<file path="src/dcfpc_pkg.sv">
`default_nettype none
package dcfpc_pkg;

   localparam int DATA_W = 36;
   localparam int CFG_W  = 8;
   localparam int CFG_N  = 2;

   // register byte addresses on the bus
   localparam logic [7:0] ADDR_AE_OFS = 8'h00;
   localparam logic [7:0] ADDR_AF_OFS = 8'h04;
   localparam logic [7:0] ADDR_STATUS = 8'h08;

   // configuration register indices, also the order of parallel loading
   localparam logic CFG_IDX_AE = 1'h0;
   localparam logic CFG_IDX_AF = 1'h1;

   localparam logic [CFG_W-1:0] AE_OFS_RST = 8'h02;
   localparam logic [CFG_W-1:0] AF_OFS_RST = 8'h02;

   // status register field positions
   localparam int STAT_EMPTY_N   = 0;
   localparam int STAT_FULL_N    = 1;
   localparam int STAT_AEMPTY_N  = 2;
   localparam int STAT_AFULL_N   = 3;
   localparam int STAT_HFULL_N   = 4;
   localparam int STAT_VALID_N   = 5;
   localparam int STAT_LEVEL_LSB = 8;

   localparam logic [1:0]  HTRANS_NONSEQ = 2'h2;
   localparam logic [1:0]  HRESP_OKAY    = 2'h0;

   typedef struct packed {
      logic              full_clear;
      logic              partial_clear;
      logic [2:0]        word_width_select;
      logic              write_clock;
      logic              write_enable_n;
      logic              input_gate_n;
      logic              config_target_select;
      logic              mailbox_select;
      logic              read_clock;
      logic              read_enable_n;
      logic              output_drive_enable_n;
      logic              mark;
      logic              retransmit_request;
      logic [DATA_W-1:0] data;
   } dcfpc_pins_t;

   typedef struct packed {
      logic half_full_n;
      logic almost_full_n;
      logic almost_empty_n;
      logic full_n;
      logic empty_n;
   } dcfpc_flags_t;

   localparam dcfpc_flags_t FLAGS_RST = '{half_full_n: 1'b1, almost_full_n: 1'b1,
                                          almost_empty_n: 1'b0, full_n: 1'b1, empty_n: 1'b0};

   // word width codes 0..7 select 9,12,16,18,20,24,32,36 bits
   function automatic logic [DATA_W-1:0] width_mask(input logic [2:0] sel);
      logic [DATA_W-1:0] m;
      m = 36'hFFFFFFFFF;
      case (sel)
         3'h0:    m = 36'h0000001FF;
         3'h1:    m = 36'h000000FFF;
         3'h2:    m = 36'h00000FFFF;
         3'h3:    m = 36'h00003FFFF;
         3'h4:    m = 36'h0000FFFFF;
         3'h5:    m = 36'h000FFFFFF;
         3'h6:    m = 36'h0FFFFFFFF;
         default: m = 36'hFFFFFFFFF;
      endcase
      return m;
   endfunction : width_mask

endpackage : dcfpc_pkg
`default_nettype wire

</file>
<file path="src/dcfpc_sync.sv">
`timescale 1ns/1ps
`default_nettype none
module dcfpc_sync #(
   parameter int           W       = 1,
   parameter logic [W-1:0] RST_VAL = '0
) (
   input  wire logic         clk,
   input  wire logic         rst_b,
   input  wire logic [W-1:0] din,
   output var  logic [W-1:0] dout
);

   logic [W-1:0] stage1;

   // first stage feeds only the second
   always_ff @(posedge clk)
   begin
      if (!rst_b)
      begin
         stage1 <= RST_VAL;
         dout   <= RST_VAL;
      end
      else
      begin
         stage1 <= din;
         dout   <= stage1;
      end
   end

endmodule : dcfpc_sync
`default_nettype wire

</file>
<file path="src/dcfpc_fifo.sv">
// Functional notes
// - full clear zeroes pointers and output, resets flags and config to reset values
// - partial clear keeps config, resets the rest
// - one width select serves both ports
// - write edge targets memory or config
// - config uses low eight bits only
// - write enable low writes every edge
// - pointer advances; input gate masks store
// - read edge fetches memory or config
// - read enable low reads every edge
// - output enable low drives data bus
// - valid low marks word on bus
// - mark records location of output word
// - mark holds until replaced
// - retransmit reloads read pointer from mark
// - mailbox select bypasses the buffer
// - empty flag low when empty, read side
// - full flag low when full, write side
// - almost flags by offsets, half flag at half depth
// - disabled outputs still advance read pointer
`timescale 1ns/1ps
`default_nettype none
module dcfpc_fifo
   import dcfpc_pkg::*;
#(
   parameter int DEPTH = 16,
   parameter int AW    = $clog2(DEPTH)
) (
   input  wire logic              clk,
   input  wire logic              rst_b,
   input  wire logic              full_clear,
   input  wire logic              partial_clear,
   input  wire logic [2:0]        word_width_select,
   input  wire logic              write_clock,
   input  wire logic              write_enable_n,
   input  wire logic              input_gate_n,
   input  wire logic              config_target_select,
   input  wire logic              mailbox_select,
   input  wire logic [DATA_W-1:0] wr_data,
   input  wire logic              read_clock,
   input  wire logic              read_enable_n,
   input  wire logic              output_drive_enable_n,
   input  wire logic              mark,
   input  wire logic              retransmit_request,
   output var  logic [DATA_W-1:0] rd_data,
   output var  logic              rd_data_oe,
   output var  logic              output_valid_n,
   output var  logic              empty_flag_n,
   output var  logic              full_flag_n,
   output var  logic              almost_empty_flag_n,
   output var  logic              almost_full_flag_n,
   output var  logic              half_full_flag_n,
   input  wire logic              hsel,
   input  wire logic [31:0]       haddr,
   input  wire logic [1:0]        htrans,
   input  wire logic              hwrite,
   input  wire logic [2:0]        hsize,
   input  wire logic [31:0]       hwdata,
   input  wire logic              hready,
   output var  logic              hreadyout,
   output var  logic [1:0]        hresp,
   output var  logic [31:0]       hrdata
);

   localparam logic [AW:0] DEPTH_CNT = (AW+1)'(DEPTH);
   localparam logic [AW:0] HALF_CNT  = (AW+1)'(DEPTH / 2);

   // active-low enables rest at their idle level so reset shows no request
   localparam dcfpc_pins_t PINS_RST = '{write_enable_n: 1'b1, input_gate_n: 1'b1, config_target_select: 1'b1,
                                        read_enable_n: 1'b1, output_drive_enable_n: 1'b1, default: '0};

   dcfpc_pins_t       pins;
   dcfpc_flags_t      flags;
   logic              wclk_prev;
   logic              rclk_prev;
   logic              retx_prev;
   logic              wr_edge;
   logic              rd_edge;
   logic              retx_edge;
   logic              wr_edge_q;
   logic              rd_edge_q;
   logic              any_clear;
   logic              cfg_clear;
   logic [DATA_W-1:0] mask;
   logic [DATA_W-1:0] mem [DEPTH];
   logic [DATA_W-1:0] mailbox;
   logic [AW:0]       wr_ptr;
   logic [AW:0]       rd_ptr;
   logic [AW:0]       out_ptr;
   logic [AW:0]       mark_ptr;
   logic [AW:0]       level;
   logic [CFG_W-1:0]  level_wide;
   logic [CFG_W-1:0]  space_wide;
   logic [CFG_W-1:0]  cfg [CFG_N];
   logic              cfg_wr_idx;
   logic              cfg_rd_idx;
   logic              do_write;
   logic              do_read;
   logic              ahb_wr_pend;
   logic [7:0]        ahb_addr;
   logic [31:0]       next_hrdata;

   // every link pin crosses into clk through two flops, clocks included
   dcfpc_sync #(
      .W      ($bits(dcfpc_pins_t)),
      .RST_VAL(PINS_RST)
   ) u_sync (
      .clk  (clk),
      .rst_b(rst_b),
      .din  ({full_clear, partial_clear, word_width_select, write_clock, write_enable_n,
              input_gate_n, config_target_select, mailbox_select, read_clock, read_enable_n,
              output_drive_enable_n, mark, retransmit_request, wr_data}),
      .dout (pins)
   );

   always_ff @(posedge clk)
   begin
      if (!rst_b)
      begin
         wclk_prev <= 1'b0;
         rclk_prev <= 1'b0;
         retx_prev <= 1'b0;
         wr_edge_q <= 1'b0;
         rd_edge_q <= 1'b0;
      end
      else
      begin
         wclk_prev <= pins.write_clock;
         rclk_prev <= pins.read_clock;
         retx_prev <= pins.retransmit_request;
         // delayed strobes let the flags see the pointers after they moved
         wr_edge_q <= wr_edge;
         rd_edge_q <= rd_edge;
      end
   end

   assign wr_edge   = pins.write_clock & ~wclk_prev;
   assign rd_edge   = pins.read_clock & ~rclk_prev;
   assign retx_edge = pins.retransmit_request & ~retx_prev;
   assign any_clear = pins.full_clear | pins.partial_clear;
   assign cfg_clear = pins.full_clear;
   assign mask      = width_mask(pins.word_width_select);
   assign level     = wr_ptr - rd_ptr;

   // widened to offset size for the almost comparisons
   assign level_wide = CFG_W'(level);
   assign space_wide = CFG_W'(DEPTH_CNT - level);

   // a write into a full buffer is dropped rather than overwriting unread data
   assign do_write = wr_edge & ~pins.write_enable_n & pins.config_target_select
                     & ~pins.mailbox_select & (level != DEPTH_CNT);
   assign do_read  = rd_edge & ~pins.read_enable_n & pins.config_target_select
                     & ~pins.mailbox_select & (level != '0);

   // ---------------- write side ----------------
   always_ff @(posedge clk)
   begin
      if (!rst_b || any_clear)
         wr_ptr <= '0;
      else if (do_write)
         wr_ptr <= wr_ptr + 1'b1;
   end

   // storage carries no reset; pointers alone define its content
   always_ff @(posedge clk)
   begin
      if (do_write && !pins.input_gate_n)
         mem[wr_ptr[AW-1:0]] <= pins.data & mask;
   end

   always_ff @(posedge clk)
   begin
      if (!rst_b || any_clear)
         mailbox <= '0;
      else if (wr_edge && !pins.write_enable_n && pins.mailbox_select && !pins.input_gate_n)
         mailbox <= pins.data & mask;
   end

   // ---------------- configuration registers ----------------
   always_ff @(posedge clk)
   begin
      if (!rst_b || cfg_clear)
      begin
         cfg[CFG_IDX_AE] <= AE_OFS_RST;
         cfg[CFG_IDX_AF] <= AF_OFS_RST;
         cfg_wr_idx      <= CFG_IDX_AE;
      end
      else
      begin
         if (pins.partial_clear)
            cfg_wr_idx <= CFG_IDX_AE;
         else if (wr_edge && !pins.write_enable_n && !pins.config_target_select
                  && !pins.mailbox_select)
         begin
            cfg[cfg_wr_idx] <= pins.data[CFG_W-1:0];
            cfg_wr_idx      <= ~cfg_wr_idx;
         end
         // bus write wins over a port load in the same cycle
         if (ahb_wr_pend && ahb_addr == ADDR_AE_OFS)
            cfg[CFG_IDX_AE] <= hwdata[CFG_W-1:0];
         else if (ahb_wr_pend && ahb_addr == ADDR_AF_OFS)
            cfg[CFG_IDX_AF] <= hwdata[CFG_W-1:0];
      end
   end

   // ---------------- read side ----------------
   always_ff @(posedge clk)
   begin
      if (!rst_b || any_clear)
      begin
         rd_ptr   <= '0;
         out_ptr  <= '0;
         mark_ptr <= '0;
      end
      else
      begin
         // a retransmit edge beats a read in the same cycle
         if (retx_edge)
            rd_ptr <= mark_ptr;
         else if (do_read)
         begin
            rd_ptr  <= rd_ptr + 1'b1;
            out_ptr <= rd_ptr;
         end
         if (pins.mark)
            mark_ptr <= out_ptr;
      end
   end

   always_ff @(posedge clk)
   begin
      if (!rst_b || any_clear)
      begin
         rd_data        <= '0;
         output_valid_n <= 1'b1;
         cfg_rd_idx     <= CFG_IDX_AE;
      end
      else if (rd_edge && !pins.read_enable_n && !retx_edge)
      begin
         if (pins.mailbox_select)
         begin
            rd_data        <= mailbox & mask;
            output_valid_n <= pins.output_drive_enable_n;
         end
         else if (!pins.config_target_select)
         begin
            rd_data        <= {{(DATA_W-CFG_W){1'b0}}, cfg[cfg_rd_idx]};
            cfg_rd_idx     <= ~cfg_rd_idx;
            output_valid_n <= pins.output_drive_enable_n;
         end
         else if (do_read)
         begin
            rd_data        <= mem[rd_ptr[AW-1:0]] & mask;
            output_valid_n <= pins.output_drive_enable_n;
         end
         else
            output_valid_n <= 1'b1; // read from empty buffer
      end
   end

   // one enable for the whole bus; the pad ring makes the high impedance
   always_ff @(posedge clk)
   begin
      if (!rst_b)
         rd_data_oe <= 1'b0;
      else
         rd_data_oe <= ~pins.output_drive_enable_n;
   end

   // ---------------- flags ----------------
   // each flag only moves on its own port's clock edge
   always_ff @(posedge clk)
   begin
      if (!rst_b || any_clear)
         flags <= FLAGS_RST;
      else
      begin
         // one cycle after the edge, so the word just moved is counted
         if (rd_edge_q)
         begin
            flags.empty_n        <= (level != '0);
            flags.almost_empty_n <= (level_wide > cfg[CFG_IDX_AE]);
         end
         if (wr_edge_q)
         begin
            flags.full_n        <= (level != DEPTH_CNT);
            flags.half_full_n   <= (level < HALF_CNT);
            flags.almost_full_n <= (space_wide > cfg[CFG_IDX_AF]);
         end
      end
   end

   assign empty_flag_n        = flags.empty_n;
   assign full_flag_n         = flags.full_n;
   assign almost_empty_flag_n = flags.almost_empty_n;
   assign almost_full_flag_n  = flags.almost_full_n;
   assign half_full_flag_n    = flags.half_full_n;

   // ---------------- bus slave ----------------
   // zero wait states: read data is prepared during the address phase
   always_comb
   begin
      next_hrdata = 32'h00000000;
      case (haddr[7:0])
         ADDR_AE_OFS: next_hrdata[CFG_W-1:0] = cfg[CFG_IDX_AE];
         ADDR_AF_OFS: next_hrdata[CFG_W-1:0] = cfg[CFG_IDX_AF];
         ADDR_STATUS:
         begin
            next_hrdata[STAT_EMPTY_N]  = flags.empty_n;
            next_hrdata[STAT_FULL_N]   = flags.full_n;
            next_hrdata[STAT_AEMPTY_N] = flags.almost_empty_n;
            next_hrdata[STAT_AFULL_N]  = flags.almost_full_n;
            next_hrdata[STAT_HFULL_N]  = flags.half_full_n;
            next_hrdata[STAT_VALID_N]  = output_valid_n;
            next_hrdata[STAT_LEVEL_LSB +: AW+1] = level;
         end
         default: next_hrdata = 32'h00000000;
      endcase
   end

   always_ff @(posedge clk)
   begin
      if (!rst_b)
      begin
         ahb_wr_pend <= 1'b0;
         ahb_addr    <= 8'h00;
         hrdata      <= 32'h00000000;
      end
      else if (hready)
      begin
         ahb_wr_pend <= hsel & (htrans == HTRANS_NONSEQ) & hwrite & (haddr[31:8] == 24'h000000);
         ahb_addr    <= haddr[7:0];
         if (hsel && htrans == HTRANS_NONSEQ && !hwrite && haddr[31:8] == 24'h000000)
            hrdata <= next_hrdata;
         else
            hrdata <= 32'h00000000;
      end
   end

   assign hreadyout = 1'b1;
   assign hresp     = HRESP_OKAY;

endmodule : dcfpc_fifo
`default_nettype wire

</file>
<file path="config.mk">
export PLATFORM = sky130hd
export DESIGN_NAME = dcfpc_fifo
export DESIGN_NICKNAME = d
export VERILOG_FILES = /design/src/dcfpc_pkg.sv /design/src/dcfpc_sync.sv /design/src/dcfpc_fifo.sv
export SDC_FILE = /design/constraint.sdc
export NUM_CORES = 1
export LEC_CHECK = 0
export ABC_CLOCK_PERIOD_IN_PS = 6500
export BUFFER_PORTS_ARGS = -buffer_cell sky130_fd_sc_hd__buf_4
export CORE_ASPECT_RATIO = 1.4
export CORE_MARGIN = 2
export CORE_UTILIZATION = 39
export DETAILED_ROUTE_END_ITERATION = 10
export GPL_TIMING_DRIVEN = 0
export PLACE_DENSITY = 0.52
export REMOVE_ABC_BUFFERS = 1
export SETUP_SLACK_MARGIN = 0.3
export SLEW_MARGIN = 20
export SYNTH_ARGS = -nofsm -noshare
export SYNTH_HDL_FRONTEND = slang
export SYNTH_SLANG_ARGS = --single-unit
export TNS_END_PERCENT = 20
</file>
<file path="constraint.sdc">
create_clock -name clk -period 6.5 [get_ports clk]
set_input_delay 0.65 -clock clk [delete_from_list [all_inputs] [get_ports clk]]
set_output_delay 0.65 -clock clk [all_outputs]
set_load 0.05 [all_outputs]
</file>
# Yosys cells after proc, flatten, opt, wreduce, memory -nomap -nowiden
# Memories as Yosys holds them, arrays and structs flattened. A register that Yosys moved wholly into a read port is not among the register bits.
# Index checks and enable logic that the tools add are counted.
[op_classes]
add_sub_neg = 4
mul = 0
div_mod_pow = 0
n_lt_le_gt_ge = 3
n_eq_ne = 14
shift = 0
mux = 34
bitwise_logic = 37
n_reduce_logical = 33
[op_table]
columns = ["cell", "n"]
rows = [
  ["$pmux W36 S7", 1],
  ["$and A36 B36 Y36", 3],
  ["$mux W36", 3],
  ["$logic_not A24 Y1", 1],
  ["$mux W1", 20],
  ["$and A1 B1 Y1", 18],
  ["$pmux W6 S3", 1],
  ["$eq A8 B3 Y1 const B", 2],
  ["$logic_not A8 Y1", 2],
  ["$mux W8", 2],
  ["$mux W5", 3],
  ["$logic_and A1 B1 Y1", 13],
  ["$mux W13", 1],
  ["$not A1 Y1", 13],
  ["$add A5 B1 Y5 const B", 2],
  ["$eq A3 B3 Y1 const B", 3],
  ["$eq A8 B4 Y1 const B", 1],
  ["$gt A5 B8 Y1", 1],
  ["$gt A8 B8 Y1", 1],
  ["$logic_not A1 Y1", 8],
  ["$mux W4", 2],
  ["$eq A3 B2 Y1 const B", 2],
  ["$sub A5 B5 Y6 const A", 1],
  ["$lt A5 B4 Y1 const B", 1],
  ["15 further kinds", 20],
]
[totals]
register_bits = 249
latch_bits = 0
mem_bits_rw = 592
rom_bits = 0
output_inout_bits = 78
mem_count = 2
[mem_list]
columns = ["memory", "words", "width", "rd", "rd_ports_with_merged_regs", "write_ports", "line", "rtl"]
rows = [
  ["mem", 16, 36, 1, 1, 1, "dcfpc_fifo.sv:85", "logic [DATA_W-1:0] mem [DEPTH];"],
  ["cfg", 2, 8, 3, 1, 3, "dcfpc_fifo.sv:94", "logic [CFG_W-1:0] cfg [CFG_N];"],
]

# Logic depth before layout (Yosys ltp)
# Gate-level depths: netlist (run 1).
[logic_depth]
depth_word = 11
depth_mapped = 15

# Hierarchy
# From an unflattened synthesis (run 1), not the netlist that was laid out.
[hier_totals]
cells_unflattened = 2084
hier_area_um2 = 32239.7
[modules_own_cells]
columns = ["mod", "instances", "cells_each", "area_per_inst_um2", "seq_area_each_um2"]
rows = [
  ["dcfpc_fifo", 1, 1869, 29448.2, 20439.6],
  ["dcfpc_sync", 1, 215, 2791.4, 2042.0],
]

# Least setup slack after synthesis (run 1)
# No wires, ideal clock.
[synth_timing]
kind = "register to register"
start = "reg wr_ptr[0]"
end = "mem mem[3][0] (enable)"
setup_time_ns = 0.474
arrival_ns = 5.109
required_ns = 6.026
slack_ns = 0.917
path_stages_with_launch = 14
path_buffers = 0
period_less_slack_ns = 5.583
path_cell_list = "dfxtp_1 inv_1 ha_1 fa_1 inv_1 a21o_1 a21oi_1 xnor2_1 inv_1 ha_1 nor3_4 nand2_1 or2_2 nor3_1"
[synth_via]
elab_chain_len = 6
[synth_rtl]
columns = ["element", "line", "rtl"]
rows = [
  ["from (decl)", "dcfpc_fifo.sv:87", "logic [AW:0] wr_ptr;"],
  ["from (signal assigned)", "dcfpc_fifo.sv:161", "wr_ptr <= wr_ptr + 1'b1;"],
  ["$sub A5 B5 Y5", "dcfpc_fifo.sv:143", "assign level = wr_ptr - rd_ptr;"],
  ["$ne A5 B5 Y1", "dcfpc_fifo.sv:151", "& ~pins.mailbox_select & (level != DEPTH_CNT);"],
  ["$and A1 B1 Y1", "dcfpc_fifo.sv:151", ""],
  ["$logic_and A1 B1 Y1", "dcfpc_fifo.sv:167", "if (do_write && !pins.input_gate_n)"],
  ["$mux W1", "dcfpc_fifo.sv:167", ""],
  ["$mux W1 (not written as such)", "dcfpc_fifo.sv:168", "mem[wr_ptr[AW-1:0]] <= pins.data & mask;"],
  ["to (decl)", "dcfpc_fifo.sv:85", ""],
]
# Parallel ways exist; a longest one is shown, timed or not.

# Worst setup path in the final report (run 1)
[layout_timing]
start = "reg wr_ptr[0]"
end = "mem mem[2][28] (enable)"
# The elaborated chain is that of the path after synthesis.

==> impl_metrics.py, run 1 <==
metrics = {
    "setup_path": {
        "critPathSlowestCell": "sky130_fd_sc_hd__nor4_1",
        "worst-endpoint-required_ns": 6.84,
        "cp-end-kind": "register",
        "critPathTopFamily": "simple AND/OR/NAND/NOR gates",
        "critPathBufInv": 7,
        "worst_setup_path_start_kind": "register",
        "cpPeakStageDelay_ns": 0.51,
        "worst-setup-path-type": "reg2reg",
        "path_cells": "inv_1 > ha_1 > fa_1 > inv_1 > a21o_1 > a21oi_1 > xnor2_1 > inv_1 > ha_1 > nor4_1 > nand2_1 > nor3_2 > buf_4 > buf_4 > buf_4 > buf_6",
        "timing.critical_path.fanout_max": 8,
        "worstPathArrival_ns": 5.15,
    },
    "global_route": {
        "grt_pass1_vias": 18100,
        "antenna_found_initial": 1,
        "grt_first_pass_wirelength_mm": 117,
        "grt_start_max_net_pins": 124,
        "gr-usage-all-layers_pct": 19.1,
        "gr-total-overflow": 0,
    },
    "placed_design": {
        "gp_routability_congestion": 0.799,
        "hpwl_mm": 51.6,
        "port_buffers": 153,
        "placed_standard_cell_area_sq_um": 35100,
        "numPlacedInstances": 3167,
        "dpl_worst_slack_ns": 1.70,
    },
    "logic_synthesis": {
        "syn_area_per_cell_sq_um": 16.0,
        "ys_ff_latch": 827,
        "synth_seq_area_share_pct": 70.7,
        "yosys.area.top_type": "sky130_fd_sc_hd__edfxtp_1",
        "synth-async-reset-ratio_pct": 0,
        "syn_inst": 1982,
        "synth-edff-count": 592,
        "proportion_of_netlist_area_held_by_the_largest_area_contributor_pct": 55.9,
        "synth_top_flop_cell": "sky130_fd_sc_hd__edfxtp_1",
        "ys_types": 70,
        "mappedNetlistArea_sq_um": 31800,
        "synth.area.top_cells": "sky130_fd_sc_hd__edfxtp_1, sky130_fd_sc_hd__dfxtp_1, sky130_fd_sc_hd__mux4_2",
        "ys_warn_count": 0,
    },
    "drt": {
        "route.vias.total": 17600,
        "met3_length_mm": 4.81,
        "met1_routed_wirelength_after_detailed_routing_mm": 32.7,
        "highest-signal-layer": "met4",
        "drt_wl_total_mm": 79.5,
        "avg_wl_per_cell_um": 23.9,
        "final_antenna_net_count": 0,
        "wl_met2_mm": 40.3,
        "route.detailed.drc": 0,
        "detail_route.first_pass.iterations": 5,
        "detail_route.vias_per_cell": 5.29,
        "dr.first_iter.drc_count": 1209,
    },
    "timing": {
        "final_critical_path_setup_slack_ns": 1.69,
        "hold_viol_final": 0,
        "maxSlewHeadroom_pct": 20.0,
        "finalSetupViolations": 0,
        "fin_skew_ns": 0.0232,
        "period_minus_slack_ns": 4.81,
        "ratio_of_final_minimum_period_to_clock_period_pct": 74.0,
        "fmax_mhz": 208,
        "worstMarginPinSlew_ns": 1.20,
        "grt_setup_unrepaired": "no",
        "finalMaxSlewViolations": 0,
    },
    "cells_and_area": {
        "n_fill_cell": 6957,
        "layout_cell_share_with_drive_strength_beyond_1_pct": 23.3,
        "ff_latch_area_sq_um": 22500,
        "final_nets": 2341,
        "total_non_filler_cell_area_in_the_finished_layout_sq_um": 37800,
        "multi_input_comb_area_sq_um": 8700,
        "area.growth.synth_to_final_pct": 19.0,
        "diodes": 0,
        "finish.cell_count_without_fillers": 3319,
        "utilization_pct": 47.0,
    },
    "clock_tree": {
        "clock_latency_ns": 0.65,
        "clk_slew_on_worst_s_h_paths_ns": 0.06,
        "post_cts_resize_count": 0,
        "htreeDepth": 3,
        "cts_hold_repair.buffers": 0,
        "number_of_clock_sinks": 827,
        "post-cts-setup-buffers": 0,
        "cts_made_buffers": 83,
        "cts_root_buf": "sky130_fd_sc_hd__clkbuf_16",
        "tritoncts_clock_tree": "done",
        "cts_buffer_depth": 3,
    },
    "floorplanning": {
        "pin_count": 203,
        "fp.dieArea_sq_um": 83800,
        "floorplan.initialDensity_pct": 39.5,
        "core_area_sq_um": 80500,
        "rows": 123,
        "die_width_um": 245,
        "fp.dieH_um": 342,
    },
    "power_and_ir_drop": {
        "ir_drop_mv": 0.201,
        "p_leak_uw": 0.0131,
        "cellPowerDensity_nw_per_um2": 289,
    },
    "run": {
        "drv_cap": 0,
    },
    "outcome": {
        "status": "finished clean",
    },
    "worst_hold_path": {
        "timing.hold.worst.class": "in2reg",
    },
}
[state kept, by name, indices dropped and copies added, names as in the netlist, 8 cells and up, named ones only]
| signal | count |
|---|---|
| rd_data | 36 |
| ahb_addr | 8 |
| u_sync.stage1 | 51 |
| u_sync.dout | 51 |
| cfg | 16 |
| mem | 576 |
| hrdata | 13 |
| mailbox | 36 |
[cells in the final DEF (no fill, tap or decap), types with 7 or more instances in the layout]
cell and instances:
sky130_fd_sc_hd__xor2_1 7, sky130_fd_sc_hd__buf_6 15, sky130_fd_sc_hd__nor4_1 10, sky130_fd_sc_hd__o21ai_0 42, sky130_fd_sc_hd__and3_1 20, sky130_fd_sc_hd__and2_1 108
sky130_fd_sc_hd__edfxtp_1 592, sky130_fd_sc_hd__a22o_1 28, sky130_fd_sc_hd__nand2_1 135, sky130_fd_sc_hd__conb_1 22, sky130_fd_sc_hd__clkbuf_1 20, sky130_fd_sc_hd__nand2b_1 21
sky130_fd_sc_hd__nor2_4 13, sky130_fd_sc_hd__buf_12 14, sky130_fd_sc_hd__mux2i_1 113, sky130_fd_sc_hd__a21oi_1 58, sky130_fd_sc_hd__nor2_1 49, sky130_fd_sc_hd__bufinv_16 9
sky130_fd_sc_hd__a31oi_1 8, sky130_fd_sc_hd__nand3_1 19, sky130_fd_sc_hd__dfxtp_1 230, sky130_fd_sc_hd__a22oi_1 49, sky130_fd_sc_hd__o22ai_1 8, sky130_fd_sc_hd__buf_16 21
sky130_fd_sc_hd__ha_1 25, sky130_fd_sc_hd__nor2b_1 33, sky130_fd_sc_hd__a211oi_1 10, sky130_fd_sc_hd__mux4_2 113, sky130_fd_sc_hd__clkinv_2 12, sky130_fd_sc_hd__inv_1 33
sky130_fd_sc_hd__clkbuf_16 86, sky130_fd_sc_hd__buf_4 176, sky130_fd_sc_hd__a32oi_1 13, sky130_fd_sc_hd__clkbuf_8 7
[area by class of cell]
class                           count  share of cell area [%]
Clock buffer                      115                    6.17
Clock inverter                     37                    1.14
Inverter                           33                   0.327
Multi-Input combinational cell   1015                    23.0
Sequential cell                   827                    59.5
Tap cell                         1062                    3.51
Timing Repair Buffer              230                    6.37
[per-stage QoR]
step                      TNS (ns)  hold WS [ns]  total power [uW]
after CTS                        0         0.165             11000
after detailed placement         0         0.400              6170
final                            0         0.194             10900
after global placement    -1079.58         0.411              6190
after floorplan             -20.67         0.386              6020
after global routing             0         0.174             11300
[path summary, 6_finish.rpt]
kind                                 from                            to  slack (ns)  depth (start not counted)
max                wr_ptr[0]$_SDFFE_PP0P_          mem[2][28]$_DFFE_PP_        1.69                         16
min                        write_enable_n  u_sync.stage1[44]$_SDFF_PN1_        0.19                          2
max reg2reg        wr_ptr[0]$_SDFFE_PP0P_          mem[2][28]$_DFFE_PP_        1.69                         16
min reg2reg  u_sync.stage1[39]$_SDFF_PN1_    u_sync.dout[39]$_SDFF_PN1_        0.41                          1
[report_power, final]
part           leakage [uW]  switching [uW]  internal (uW)
logic               0.00417             217            159
registers           0.00758            42.9           5630
clock network       0.00134            2000           2870
total                0.0131            2260           8670
[metal layers]
| metal | GRT usage (%) | vias to the layer above |
|---|---|---|
| met2 | 33.0 | 547 |
| li1 | - | 7936 |
| met1 | 24.4 | 8980 |
| met3 | 3.39 | 109 |
| met5 | 0 | - |
| met4 | 5.63 | 0 |
[synth_stat cells (all sizes together) (11+ instances only)]
| cell | count |
|---|---|
| a211oi | 11 |
| a21oi | 58 |
| a22o | 28 |
| a22oi | 49 |
| a32oi | 13 |
| and2 | 108 |
| and3 | 20 |
| buf | 82 |
| clkbuf | 45 |
| dfxtp | 235 |
| edfxtp | 592 |
| ha | 25 |
| inv | 33 |
| mux2i | 113 |
| mux4 | 113 |
| nand2 | 137 |
| nand2b | 22 |
| nand3 | 19 |
| nor2 | 67 |
| nor2b | 40 |
| nor3 | 11 |
| nor4 | 12 |
| o21ai | 43 |
[cells by family after synthesis]
logic type                 after synthesis  synth area share [%]
DFF                                    827                  70.7
and+or+nand+nor                        465                  7.83
AOI/OAI and AO/OA                      257                  5.60
muxes                                  232                  11.8
buffers and inverters                  160                  2.64
adders and majority gates               26                  1.05
xor gates and xnor gates                13                 0.358
other                                    2                0.0236
(Power assumes the default switching activity.)
==> inputs of run 2 (changes only) <==
- ABC_CLOCK_PERIOD_IN_PS: 6500 -> 4340
- PLACE_DENSITY: 0.52 -> 0.54
- clock period: 6.5 -> 4.34 ns (I/O delays scaled with it)
==> run 2 against run 1 <==
First-iteration DRC count rose by 4.4%. Clock power up 46%. Sequential cell count unchanged. Clock-buffer cell count rose by 5. Largest power group unchanged. Fmax is 22% higher. Critical endpoint is now mem[15][30]$_DFFE_PP_.
==> impl_metrics.py, run 2 (same netlist as run 1, synthesis figures left out) <==
metrics = {
    "floorplanning": {
        "pin_count": 203,
        "floorplan.initialDensity_pct": 39.5,
        "rows": 123,
        "die_width_um": 245,
        "fp.dieArea_sq_um": 83800,
        "core_area_sq_um": 80500,
        "fp.dieH_um": 342,
    },
    "drt": {
        "final_antenna_net_count": 0,
        "detail_route.vias_per_cell": 5.29,
        "route.vias.total": 17900,
        "avg_wl_per_cell_um": 23.2,
        "detail_route.first_pass.iterations": 5,
        "drt_wl_total_mm": 78.5,
        "dr.first_iter.drc_count": 1262,
        "route.detailed.drc": 0,
    },
    "global_route": {
        "antenna_found_initial": 1,
        "grt_first_pass_wirelength_mm": 117,
        "grt_start_max_net_pins": 124,
        "grt_pass1_vias": 18300,
        "gr-usage-all-layers_pct": 18.8,
        "gr-total-overflow": 0,
    },
    "setup_path": {
        "cpMostUsedCell": "sky130_fd_sc_hd__ha_1",
        "worst-endpoint-required_ns": 4.66,
        "timing.critical_path.fanout_max": 16,
        "worst-setup-path-type": "reg2reg",
        "worst_setup_path_start_kind": "register",
        "worstPathArrival_ns": 4.26,
        "path_cells": "inv_1 > ha_1 > fa_1 > ha_1 > and3_1 > ha_1 > nor3_4 > nand2_1 > or2_4 > nor2_4 > buf_12 > buf_12",
        "critPathTopFamily": "adder cells",
        "critPathBufInv": 3,
        "cpPeakStageDelay_ns": 0.56,
        "critPathSlowestCell": "sky130_fd_sc_hd__fa_1",
        "cp-end-kind": "register",
    },
    "clock_tree": {
        "clk_slew_on_worst_s_h_paths_ns": 0.06,
        "number_of_clock_sinks": 827,
        "cts_made_buffers": 81,
        "tritoncts_clock_tree": "done",
        "cts_root_buf": "sky130_fd_sc_hd__clkbuf_16",
        "clock_latency_ns": 0.65,
        "htreeDepth": 3,
        "cts_buffer_depth": 3,
    },
    "timing": {
        "hold_viol_final": 0,
        "period_minus_slack_ns": 3.93,
        "timing.hold.ws_ns": 0.0237,
        "fmax_mhz": 254,
        "finalSetupViolations": 0,
        "finalMaxSlewViolations": 0,
        "maxSlewHeadroom_pct": 20.9,
        "grt_setup_unrepaired": "no",
        "worstMarginPinSlew_ns": 1.18,
        "ratio_of_final_minimum_period_to_clock_period_pct": 90.7,
        "fin_skew_ns": 0.0253,
    },
    "power_and_ir_drop": {
        "p_leak_uw": 0.0135,
        "ir_drop_mv": 0.261,
        "cellPowerDensity_nw_per_um2": 421,
        "finalPower_uw": 16200,
    },
    "cells_and_area": {
        "largest_register_ff_count": 576,
        "final_cell_mix": "sky130_fd_sc_hd__edfxtp_1, sky130_fd_sc_hd__dfxtp_1, sky130_fd_sc_hd__buf_4, sky130_fd_sc_hd__nand2_1",
        "diodes": 0,
        "area.growth.synth_to_final_pct": 20.9,
        "final_nets": 2402,
        "n_fill_cell": 6864,
        "mostFrequentLayoutCell": "sky130_fd_sc_hd__edfxtp_1",
        "layout_cell_share_with_drive_strength_beyond_1_pct": 23.7,
    },
    "worst_hold_path": {
        "timing.hold.worst.class": "in2reg",
    },
    "placed_design": {
        "hpwl_mm": 51.0,
        "port_buffers": 153,
        "gp_routability_congestion": 0.809,
    },
    "run": {
        "drv_cap": 0,
    },
    "outcome": {
        "status": "finished clean",
    },
}
[run 2: cell types whose count changed in the layout (fill, tap and decap cells not counted), sizes merged]
cell | before | now
bufinv | 9 | 5
clkbuf | 115 | 120
inv | 36 | 37
dlygate4sd3 | 0 | 45
buf | 230 | 248
clkinv | 17 | 19
clkinvlp | 8 | 3
[run 2: repair_timing]
action,4_1_cts,5_1_grt
pin swaps,7,4
gates resized for setup,15,4
setup endpoints to repair,533,190
endpoints found under the hold margin,45,0
hold buffers,45,0
setup buffers,9,8
[run 2: where the power goes]
group	switching, uW	internal, uW	leakage [uW]
Sequential	60.6	8440	0.00769
Clock	2950	4150	0.00133
Combinational	334	267	0.00446
[run 2: final cells by class]
| cell class | count | area, sq um | share of cell area [%] |
|---|---|---|---|
| sequential | 827 | 22500 | 58.5 |
| multi-input combinational | 1015 | 8760 | 22.8 |
| timing repair buffer | 293 | 3030 | 7.89 |
| clock buffer | 120 | 2400 | 6.25 |
| tap | 1062 | 1330 | 3.46 |
| clock inverter | 31 | 295 | 0.768 |
| inverter | 33 | 124 | 0.322 |
[run 2: layer usage]
metal	vias to the layer above	part of all wire, %	global-route usage, %
met5	-	0	0
met4	0	2.6	6.47
met3	104	5.4	2.82
met2	521	51	32.5
met1	9187	42	24.2
li1	8065	-	-
[run 2: per-stage QoR]
stage	instance area (sq um)	std cells	util, %	TNS (ns)	setup WS, ns
2_1_floorplan	31100	1875	-	-339.04	-2.92
3_3_place_gp	33600	3090	41.8	-2332.02	-6.36
3_5_place_dp	35100	3168	43.6	-21.92	-0.536
4_1_cts	38400	3373	47.7	0	0.110
5_1_grt	38400	3381	47.8	0	0.290
6_report	38400	3381	47.8	0	0.405
[run 2: worst paths after layout]
check | slack [ns] | depth (start not counted) | start | endpoint
hold reg to reg | 0.41 | 1 | u_sync.stage1[43]$_SDFF_PN1_ | u_sync.dout[43]$_SDFF_PN1_
setup reg to reg | 0.41 | 12 | wr_ptr[0]$_SDFFE_PP0P_ | mem[15][30]$_DFFE_PP_
hold / removal | 0.02 | 2 | wr_data[17] | u_sync.stage1[17]$_SDFF_PN0_
setup / recovery | 0.41 | 12 | wr_ptr[0]$_SDFFE_PP0P_ | mem[15][30]$_DFFE_PP_
